File: config.mk
export PLATFORM = sky130hd
export DESIGN_NAME = eqm_top
export DESIGN_NICKNAME = d
export VERILOG_FILES = /design/src/hw/eqm_pkg.sv /design/src/hw/eqm_adapt_ctrl.sv /design/src/hw/eqm_meter.sv /design/src/hw/eqm_top.sv
export VERILOG_INCLUDE_DIRS = /design/src /design/src/hw
export SDC_FILE = /design/constraint.sdc
export NUM_CORES = 1
export LEC_CHECK = 0
export BUFFER_PORTS_ARGS = -buffer_cell sky130_fd_sc_hd__buf_2
export CAP_MARGIN = 15
export CORE_MARGIN = 3
export CORE_UTILIZATION = 59
export CTS_CLUSTER_DIAMETER = 120
export DETAILED_ROUTE_END_ITERATION = 12
export PLACE_DENSITY_LB_ADDON = 0.3
export SETUP_SLACK_MARGIN = 0.2
export SYNTH_ARGS = -nofsm -noshare
export SYNTH_HDL_FRONTEND = slang
export SYNTH_SLANG_ARGS = --single-unit
File: constraint.sdc
create_clock -name core_clk -period 19.64 [get_ports core_clk]
set_clock_uncertainty 0.1 [all_clocks]
set_input_delay 3.928 -clock core_clk [delete_from_list [all_inputs] [get_ports core_clk]]
set_output_delay 3.928 -clock core_clk [all_outputs]
set_load 0.02 [all_outputs]
File: src/hw/eqm_params.svh
`ifndef EQM_PARAMS_SVH
`define EQM_PARAMS_SVH
// Register indices; the byte address is four times the index
`define EQM_IDX_FWD_CTRL    8'h3D
`define EQM_IDX_PRED_CTRL   8'h3E
`define EQM_IDX_PHASE_LO    8'h40
`define EQM_IDX_PHASE_HI    8'h41
`define EQM_IDX_OVF         8'h42
`define EQM_IDX_DC_LO       8'h44
`define EQM_IDX_DC_HI       8'h45
`define EQM_IDX_MAG_LO      8'h46
`define EQM_IDX_MAG_HI      8'h47
`define EQM_IDX_REM_LO      8'h48
`define EQM_IDX_REM_HI      8'h49
`define EQM_IDX_ERR_LO      8'h4A
`define EQM_IDX_ERR_HI      8'h4B
// Mode register fields
`define EQM_BIT_GAIN        0
`define EQM_BIT_ADAPT       1
`define EQM_BIT_ZERO        2
`define EQM_BIT_SPECIAL     3
`define EQM_CTRL_RESET      4'h0
// Step boost factor, as a shift
`define EQM_BOOST_SHIFT     2
`endif

File: src/hw/eqm_pkg.sv
package eqm_pkg;
  typedef struct packed {
    logic lastOnly;
    logic zeroTaps;
    logic adapt;
    logic boost;
  } eqm_ctrl_type;
  typedef struct packed {
    logic        tapEnable;
    logic        lastTapOnly;
    logic        holdZero;
    logic [2:0]  stepShift;
  } eqm_adapt_type;
  typedef enum {
    EQM_IDLE,
    EQM_SETUP,
    EQM_ACCESS
  } eqm_apb_state_type;
endpackage

File: src/hw/eqm_adapt_ctrl.sv
`timescale 1ns/10ps
`include "eqm_params.svh"
module eqm_adapt_ctrl
(
  input  wire logic                  core_clk,    // Core clock
  input  wire logic                  rst,         // Async reset
  input  wire eqm_pkg::eqm_ctrl_type ctrl,        // Mode bits
  output eqm_pkg::eqm_adapt_type     adaptOut     // Registered adapt controls
);
  // ***********************************
  // Adaptation decode
  // ***********************************
  always_ff @(posedge core_clk or posedge rst)
  begin
    if (rst)
    begin
      adaptOut <= '0;
    end
    else
    begin
      adaptOut.tapEnable   <= ctrl.adapt;
      adaptOut.lastTapOnly <= ctrl.adapt & ctrl.lastOnly;
      adaptOut.holdZero    <= ctrl.adapt & ctrl.zeroTaps;
      adaptOut.stepShift   <= ctrl.boost ? 3'(`EQM_BOOST_SHIFT) : 3'h0;
    end
  end
endmodule

File: src/hw/eqm_meter.sv
`timescale 1ns/10ps
module eqm_meter
#(
  parameter int ACC_W = 32,
  parameter int IN_W  = 16,
  parameter bit SAT   = 1'b0
)
(
  input  wire logic             core_clk,   // Core clock
  input  wire logic             rst,        // Async reset
  input  wire logic             sampleStb,  // Sample valid
  input  wire logic [IN_W-1:0]  sample,     // Sign-extended increment
  input  wire logic             intervalEnd,// End of interval pulse
  output logic      [15:0]      snapshot    // Top 16 bits of last interval
);
  logic [ACC_W-1:0] acc;
  logic [ACC_W-1:0] next_acc;
  always_comb
  begin
    next_acc = acc + ACC_W'($signed(sample));
    if (SAT && (next_acc < acc))
    begin
      next_acc = '1;
    end
  end
  always_ff @(posedge core_clk or posedge rst)
  begin
    if (rst)
    begin
      acc      <= '0;
      snapshot <= 16'h0000;
    end
    else if (intervalEnd)
    begin
      snapshot <= 16'(acc >> (ACC_W - 16));
      acc      <= '0;
    end
    else if (sampleStb)
    begin
      acc <= next_acc;
    end
  end
endmodule

File: src/hw/eqm_top.sv
// Our own choice: the APB slave port.
`timescale 1ns/10ps
`include "eqm_params.svh"
module eqm_top
#(
  parameter int SAMPLE_W = 16,
  parameter int PHASE_W  = 12,
  parameter int ERR_W    = 16
)
(
  input  wire logic                core_clk,       // 20 MHz clock
  input  wire logic                rst,            // Async reset, high
  input  wire logic                psel,           // APB select
  input  wire logic                penable,        // APB enable
  input  wire logic                pwrite,         // APB write
  input  wire logic [11:0]         paddr,          // APB byte address
  input  wire logic [31:0]         pwdata,         // APB write data
  input  wire logic [3:0]          pstrb,          // APB byte strobes
  output logic      [31:0]         prdata,         // APB read data
  output logic                     pready,         // APB ready
  output logic                     pslverr,        // APB error
  input  wire logic                symbolStb,      // Symbol-rate strobe
  input  wire logic                intervalEnd,    // Meter interval end pulse
  input  wire logic [PHASE_W-1:0]  phaseDet,       // Phase detector, pre-offset
  input  wire logic                adcOverflow,    // ADC overflow event
  input  wire logic [SAMPLE_W-1:0] rxPreEcho,      // Signed rx before echo cancel
  input  wire logic [SAMPLE_W-1:0] rxPostEcho,     // Signed rx after echo cancel
  input  wire logic [ERR_W-1:0]    slicerErr,      // Signed slicer error
  input  wire logic [ERR_W-1:0]    noiseThreshold, // Unsigned noise threshold
  input  wire logic [SAMPLE_W-1:0] predCorrIn,     // Raw predictor correction
  output logic      [SAMPLE_W-1:0] predCorrOut,    // Correction after bypass
  output eqm_pkg::eqm_adapt_type   fwdAdapt,       // Forward filter adapt ctl
  output eqm_pkg::eqm_adapt_type   predAdapt       // Predictor adapt ctl
);
  // ***********************************
  // Control registers
  // ***********************************
  eqm_pkg::eqm_ctrl_type fwdCtrl;
  eqm_pkg::eqm_ctrl_type predCtrl;
  logic [7:0]            regIdx;
  logic                  wrAccess;
  logic                  rdSetup;
  logic                  idxValid;
  logic                  idxAligned;

  assign idxAligned = (paddr[1:0] == 2'b00) && (paddr[11:10] == 2'b00);
  assign regIdx     = paddr[9:2];
  assign wrAccess   = psel & penable & pwrite & idxAligned & idxValid;
  // Reads are decoded in the setup cycle so the data can come from flops
  assign rdSetup    = psel & ~penable & ~pwrite & idxAligned & idxValid;

  function automatic logic isMapped(input logic [7:0] idx);
    case (idx)
      `EQM_IDX_FWD_CTRL, `EQM_IDX_PRED_CTRL, `EQM_IDX_PHASE_LO, `EQM_IDX_PHASE_HI,
      `EQM_IDX_OVF, `EQM_IDX_DC_LO, `EQM_IDX_DC_HI, `EQM_IDX_MAG_LO, `EQM_IDX_MAG_HI,
      `EQM_IDX_REM_LO, `EQM_IDX_REM_HI, `EQM_IDX_ERR_LO, `EQM_IDX_ERR_HI:
        isMapped = 1'b1;
      default:
        isMapped = 1'b0;
    endcase
  endfunction

  function automatic logic isHighByte(input logic [7:0] idx);
    case (idx)
      `EQM_IDX_PHASE_HI, `EQM_IDX_DC_HI, `EQM_IDX_MAG_HI, `EQM_IDX_REM_HI,
      `EQM_IDX_ERR_HI:
        isHighByte = 1'b1;
      default:
        isHighByte = 1'b0;
    endcase
  endfunction

  // Low byte of a two-byte meter; its read latches the high byte
  function automatic logic isPairLow(input logic [7:0] idx);
    case (idx)
      `EQM_IDX_PHASE_LO, `EQM_IDX_DC_LO, `EQM_IDX_MAG_LO, `EQM_IDX_REM_LO,
      `EQM_IDX_ERR_LO:
        isPairLow = 1'b1;
      default:
        isPairLow = 1'b0;
    endcase
  endfunction

  assign idxValid = isMapped(regIdx);
  assign pready   = 1'b1;
  assign pslverr  = psel & penable & ~(idxAligned & idxValid);

  always_ff @(posedge core_clk or posedge rst)
  begin
    if (rst)
    begin
      fwdCtrl <= eqm_pkg::eqm_ctrl_type'(`EQM_CTRL_RESET);
    end
    else if (wrAccess && pstrb[0] && (regIdx == `EQM_IDX_FWD_CTRL))
    begin
      fwdCtrl <= eqm_pkg::eqm_ctrl_type'(pwdata[3:0]);
    end
  end

  always_ff @(posedge core_clk or posedge rst)
  begin
    if (rst)
    begin
      predCtrl <= eqm_pkg::eqm_ctrl_type'(`EQM_CTRL_RESET);
    end
    else if (wrAccess && pstrb[0] && (regIdx == `EQM_IDX_PRED_CTRL))
    begin
      predCtrl <= eqm_pkg::eqm_ctrl_type'(pwdata[3:0]);
    end
  end

  eqm_adapt_ctrl u_fwdAdapt
  (
    .core_clk (core_clk),
    .rst      (rst),
    .ctrl     (fwdCtrl),
    .adaptOut (fwdAdapt)
  );

  // Predictor special bit is bypass, so it never restricts taps
  eqm_pkg::eqm_ctrl_type predAdaptCtrl;
  assign predAdaptCtrl = '{lastOnly: 1'b0, zeroTaps: predCtrl.zeroTaps,
                           adapt: predCtrl.adapt, boost: predCtrl.boost};

  eqm_adapt_ctrl u_predAdapt
  (
    .core_clk (core_clk),
    .rst      (rst),
    .ctrl     (predAdaptCtrl),
    .adaptOut (predAdapt)
  );

  // ***********************************
  // Predictor bypass
  // ***********************************
  always_ff @(posedge core_clk or posedge rst)
  begin
    if (rst)
    begin
      predCorrOut <= '0;
    end
    else
    begin
      predCorrOut <= predCtrl.lastOnly ? '0 : predCorrIn;
    end
  end

  // ***********************************
  // Meter inputs
  // ***********************************
  function automatic logic [SAMPLE_W-1:0] absVal(input logic [SAMPLE_W-1:0] v);
    absVal = v[SAMPLE_W-1] ? SAMPLE_W'(-v) : v;
  endfunction

  logic [SAMPLE_W:0] preMag;
  logic [SAMPLE_W:0] postMag;
  logic [ERR_W-1:0]  errMag;
  logic              highErr;

  // Zero-extended so the adder treats magnitudes as unsigned
  assign preMag  = {1'b0, absVal(rxPreEcho)};
  assign postMag = {1'b0, absVal(rxPostEcho)};
  assign errMag  = slicerErr[ERR_W-1] ? ERR_W'(-slicerErr) : slicerErr;
  assign highErr = errMag > noiseThreshold;

  logic [15:0] phaseSnap;
  logic [15:0] ovfSnap;
  logic [15:0] dcSnap;
  logic [15:0] magSnap;
  logic [15:0] remSnap;
  logic [15:0] errSnap;

  eqm_meter #(.ACC_W(26), .IN_W(PHASE_W), .SAT(1'b0)) u_phase
  (
    .core_clk    (core_clk),
    .rst         (rst),
    .sampleStb   (symbolStb),
    .sample      (phaseDet),
    .intervalEnd (intervalEnd),
    .snapshot    (phaseSnap)
  );

  // 16-bit saturating accumulator, read as one byte that holds at FF above 255
  eqm_meter #(.ACC_W(16), .IN_W(2), .SAT(1'b1)) u_ovf
  (
    .core_clk    (core_clk),
    .rst         (rst),
    .sampleStb   (symbolStb & adcOverflow),
    .sample      (2'b01),
    .intervalEnd (intervalEnd),
    .snapshot    (ovfSnap)
  );

  eqm_meter #(.ACC_W(32), .IN_W(SAMPLE_W), .SAT(1'b0)) u_dc
  (
    .core_clk    (core_clk),
    .rst         (rst),
    .sampleStb   (symbolStb),
    .sample      (rxPreEcho),
    .intervalEnd (intervalEnd),
    .snapshot    (dcSnap)
  );

  eqm_meter #(.ACC_W(32), .IN_W(SAMPLE_W+1), .SAT(1'b0)) u_mag
  (
    .core_clk    (core_clk),
    .rst         (rst),
    .sampleStb   (symbolStb),
    .sample      (preMag),
    .intervalEnd (intervalEnd),
    .snapshot    (magSnap)
  );

  eqm_meter #(.ACC_W(32), .IN_W(SAMPLE_W+1), .SAT(1'b0)) u_rem
  (
    .core_clk    (core_clk),
    .rst         (rst),
    .sampleStb   (symbolStb),
    .sample      (postMag),
    .intervalEnd (intervalEnd),
    .snapshot    (remSnap)
  );

  eqm_meter #(.ACC_W(16), .IN_W(2), .SAT(1'b0)) u_err
  (
    .core_clk    (core_clk),
    .rst         (rst),
    .sampleStb   (symbolStb & highErr),
    .sample      (2'b01),
    .intervalEnd (intervalEnd),
    .snapshot    (errSnap)
  );

  // ***********************************
  // Read path with high-byte latch
  // ***********************************
  logic [7:0]  rdLow;
  logic [7:0]  rdHighNow;
  logic [7:0]  highLatch;
  logic [7:0]  ovfByte;
  logic [7:0]  next_prdata;

  assign ovfByte = (ovfSnap[15:8] != 8'h00) ? 8'hFF : ovfSnap[7:0];

  always_comb
  begin
    rdLow     = 8'h00;
    rdHighNow = 8'h00;
    case (regIdx)
      `EQM_IDX_FWD_CTRL:  rdLow = {4'h0, fwdCtrl};
      `EQM_IDX_PRED_CTRL: rdLow = {4'h0, predCtrl};
      `EQM_IDX_PHASE_LO:  {rdHighNow, rdLow} = phaseSnap;
      `EQM_IDX_OVF:       rdLow = ovfByte;
      `EQM_IDX_DC_LO:     {rdHighNow, rdLow} = dcSnap;
      `EQM_IDX_MAG_LO:    {rdHighNow, rdLow} = magSnap;
      `EQM_IDX_REM_LO:    {rdHighNow, rdLow} = remSnap;
      `EQM_IDX_ERR_LO:    {rdHighNow, rdLow} = errSnap;
      default:            rdLow = 8'h00;
    endcase
    next_prdata = isHighByte(regIdx) ? highLatch : rdLow;
  end

  always_ff @(posedge core_clk or posedge rst)
  begin
    if (rst)
    begin
      highLatch <= 8'h00;
    end
    else if (rdSetup && isPairLow(regIdx))
    begin
      // Same edge as the low byte capture, so a reload cannot split the pair
      highLatch <= rdHighNow;
    end
  end

  // Captured at the end of setup; stands through the access cycle, zero elsewhere
  always_ff @(posedge core_clk or posedge rst)
  begin
    if (rst)
    begin
      prdata <= 32'h00000000;
    end
    else if (rdSetup)
    begin
      prdata <= {24'h000000, next_prdata};
    end
    else
    begin
      prdata <= 32'h00000000;
    end
  end
endmodule

==> results.py <==
metrics = {
    "route": {
        "drtPass1Iterations": 8,
        "wl_per_cell_um": 18.0,
        "drc": 0,
        "num_vias": 15200,
        "drt_iter0_markers": 1222,
        "wl_mm": 44.9,
        "viasPerCell": 6.11,
        "ant_nets": 0,
    },
    "placement": {
        "io_buffers": 148,
        "place.gp.congestion": 0.894,
        "place_area_mm2": 0.0197,
        "hpwl_mm": 31.5,
    },
    "critical_path": {
        "r2r_cells": 11,
        "cp.required_ns": 15.61,
        "crit_start": "paddr[7]",
        "crit_arrival_ns": 5.68,
        "start_kind": "primary input",
        "crit_fanout": 3,
        "worstReg2RegEnd": "u_ovf.acc[15]$_DFFE_PP0P_",
        "cp-end-kind": "output port",
        "path_class": "primary input to output port",
        "regToRegSetupSlack_ns": 16.19,
        "timing.rr.start": "u_ovf.acc[0]$_DFFE_PP0P_",
        "critical_path.endpoint": "pslverr",
    },
    "timing": {
        "timing.fmax_mhz": 103,
        "fin_hold_ws_ns": 0.328,
        "setup_viol": 0,
        "setup_tns_ns": 0,
        "hold_viol_final": 0,
        "timing.final.crit_share_pct": 49.4,
        "rsz0062_at_grt": "no",
        "slew_headroom_pct": 19.3,
        "tightest_slew_ns": 1.20,
        "slew_viol_final": 0,
        "fin_crit_ns": 9.71,
    },
    "clocking": {
        "cts_inserted_buffers": 34,
        "cts_resized": 0,
        "cts_hold_repair.buffers": 0,
        "cts_tree": "built",
        "clockBufferDepth": 3,
        "cts_root_buffer": "clkbuf_16",
        "clk_pin_slew_ns": 0.06,
        "h-tree-depth": 2,
        "insertion_delay_ns": 0.51,
        "clkSinkCount": 297,
        "postCtsSetupBuffers": 0,
    },
    "run_status": {
        "status": "completed",
    },
    "yosys": {
        "synthArstFlopShare_pct": 100,
        "synth-edff-count": 0,
        "synth-seq-cells": 297,
        "synth_top_flop_cell": "dfrtp_1",
        "synthDistinctLibCells": 80,
        "avgSynthCellArea_um2": 9.62,
        "ys_warn_count": 0,
        "ys_seq_area_share_pct": 39.5,
        "syn-instance-count": 1956,
        "netlist_area_mm2": 0.0188,
    },
    "floorplanning": {
        "fp.dieArea_mm2": 0.0341,
        "fp.dieW_um": 185,
        "die_h_um": 185,
        "rows": 64,
        "io_pins": 210,
        "coreArea_mm2": 0.0310,
        "floorplan.initialDensity_pct": 60.7,
    },
    "final_layout": {
        "nNetsFinal": 2354,
        "fin_area_mm2": 0.0209,
        "fin_util_pct": 67.5,
        "synthToLayoutAreaGrowth_pct": 11.2,
        "final_common_cell": "dfrtp_1",
        "fillers": 2390,
        "final_cell_mix": "297 x dfrtp_1, 206 x nor2_1, 146 x buf_2, 144 x a21oi_1, 127 x ha_1",
        "drive_gt1_share_pct": 17.2,
    },
    "power": {
        "power_mw": 1.86,
        "ir_drop_v": 0.0000817,
        "powerDensity_mw_per_mm2": 88.7,
        "leakage_nw": 10.1,
    },
    "grt": {
        "gr-total-overflow": 0,
        "grt_first_pass_wirelength_mm": 72.7,
        "grt_pass1_vias": 14700,
        "grt_use_total_pct": 25.8,
        "grt_antenna_before_repair": 1,
        "grt_max_degree": 129,
    },
    "worst_hold_path": {
        "hold_path.class": "flop to flop",
    },
    "run": {
        "drv.max_cap_violation_count": 0,
    },
}
## kinds of logic after synthesis
| kind of cell | synth area share (%) |
|---|---|
| buffers and inverters | 4.16 |
| adder cells (fa/ha/maj) | 8.87 |
| flip-flops | 39.5 |
| multiplexers | 9.50 |
| AO/OA/AOI/OAI | 16.2 |
| XOR/XNOR | 6.65 |
| AND/OR/NAND/NOR | 15.1 |
| other | 0.0399 |
## cell type report
type	count	area [um^2]	area share [%]
multi-input cells	1516	10700	51.2
flip-flops and latches	297	7430	35.5
clock buffers	43	956	4.57
repair buffers	158	828	3.96
well taps	396	495	2.37
inverters	68	263	1.26
clock inverters	16	239	1.14
diodes	1	2.50	0.0120
## stage by stage
stage | worst slack, ns | std cells
2_1_floorplan | 7.41 | 1984
3_3_place_gp | 10.02 | 2435
3_5_place_dp | 9.97 | 2435
4_1_cts | 9.97 | 2494
5_1_grt | 9.73 | 2494
6_report | 9.93 | 2495
## critical path: stages
cell     delay [ns]
buf_2          0.11
or4b_1         0.58
o21a_1         0.19
o21ai_0        0.40
nand2_1        0.13
and3_1         0.20
buf_2          0.15
## synth_stat cells (5+ instances only)
cell type | count | area share (%)
nor3b_1 | 5 | 0.20
and3_1 | 18 | 0.60
or4_1 | 10 | 0.40
mux2_2 | 113 | 6.8
or3_1 | 18 | 0.60
a21oi_1 | 144 | 3.8
nor3_1 | 26 | 0.69
and4_1 | 6 | 0.28
o21bai_1 | 12 | 0.48
nand4_1 | 22 | 0.73
a211o_1 | 5 | 0.23
a22oi_1 | 25 | 1.0
nor4_1 | 11 | 0.37
o211ai_1 | 13 | 0.52
a222oi_1 | 10 | 0.53
clkbuf_1 | 48 | 0.96
buf_1 | 13 | 0.26
buf_2 | 7 | 0.19
nand2_1 | 120 | 2.4
and2_1 | 8 | 0.27
a211oi_1 | 17 | 0.68
ha_1 | 127 | 8.4
xnor2_1 | 97 | 4.5
nor2_1 | 206 | 4.1
nand3_1 | 47 | 1.2
nand2b_1 | 16 | 0.53
o31ai_1 | 25 | 1.0
o21a_1 | 9 | 0.36
mux2i_1 | 50 | 2.7
nand3b_1 | 8 | 0.32
o21ai_0 | 84 | 2.2
dfrtp_1 | 297 | 39
o21ai_2 | 12 | 0.56
o2111ai_1 | 6 | 0.28
xor2_1 | 46 | 2.1
buf_4 | 33 | 1.3
a21o_1 | 42 | 1.7
a31oi_1 | 12 | 0.40
inv_1 | 68 | 1.4
nor2b_1 | 41 | 1.4
## worst min path at each step
stage                                             from                                end  slack [ns]  cells past startpoint
after floorplan                 fwdCtrl[0]$_DFFE_PP0P_   u_fwdAdapt.adaptOut[1]$_DFF_PP0_        0.27                      0
after global placement          fwdCtrl[0]$_DFFE_PP0P_   u_fwdAdapt.adaptOut[1]$_DFF_PP0_        0.30                      0
after detailed placement  predAdaptCtrl[0]$_DFFE_PP0P_  u_predAdapt.adaptOut[1]$_DFF_PP0_        0.31                      0
after CTS                 predAdaptCtrl[0]$_DFFE_PP0P_  u_predAdapt.adaptOut[1]$_DFF_PP0_        0.33                      0
after global routing      predAdaptCtrl[0]$_DFFE_PP0P_  u_predAdapt.adaptOut[1]$_DFF_PP0_        0.34                      0
final                     predAdaptCtrl[0]$_DFFE_PP0P_  u_predAdapt.adaptOut[1]$_DFF_PP0_        0.33                      0
## flip-flops by register name, summed over array words and instances (netlist names), 8 cells and up
signal,flops
u_mag.snapshot,16
u_ovf.snapshot,16
prdata,8
u_phase.snapshot,16
u_err.acc,16
predCorrOut,16
u_err.snapshot,16
u_rem.acc,32
u_rem.snapshot,16
u_ovf.acc,16
highLatch,8
u_dc.snapshot,16
u_phase.acc,26
u_mag.acc,32
u_dc.acc,32
## report_power, final
group          total (mW)  switching (mW)  internal [mW]
clock               0.675           0.252          0.423
sequential          0.714          0.0480          0.666
combinational       0.468           0.266          0.202
## routing by layer
metal,up-vias,global-route usage (%),part of all wire (%)
li1,7254,-,-
met1,7475,34.3,43
met2,420,44.3,49
met3,86,3.14,5.0
met4,2,8.19,3.0
met5,-,0,0.022
Power figures use the tool's default switching activity.
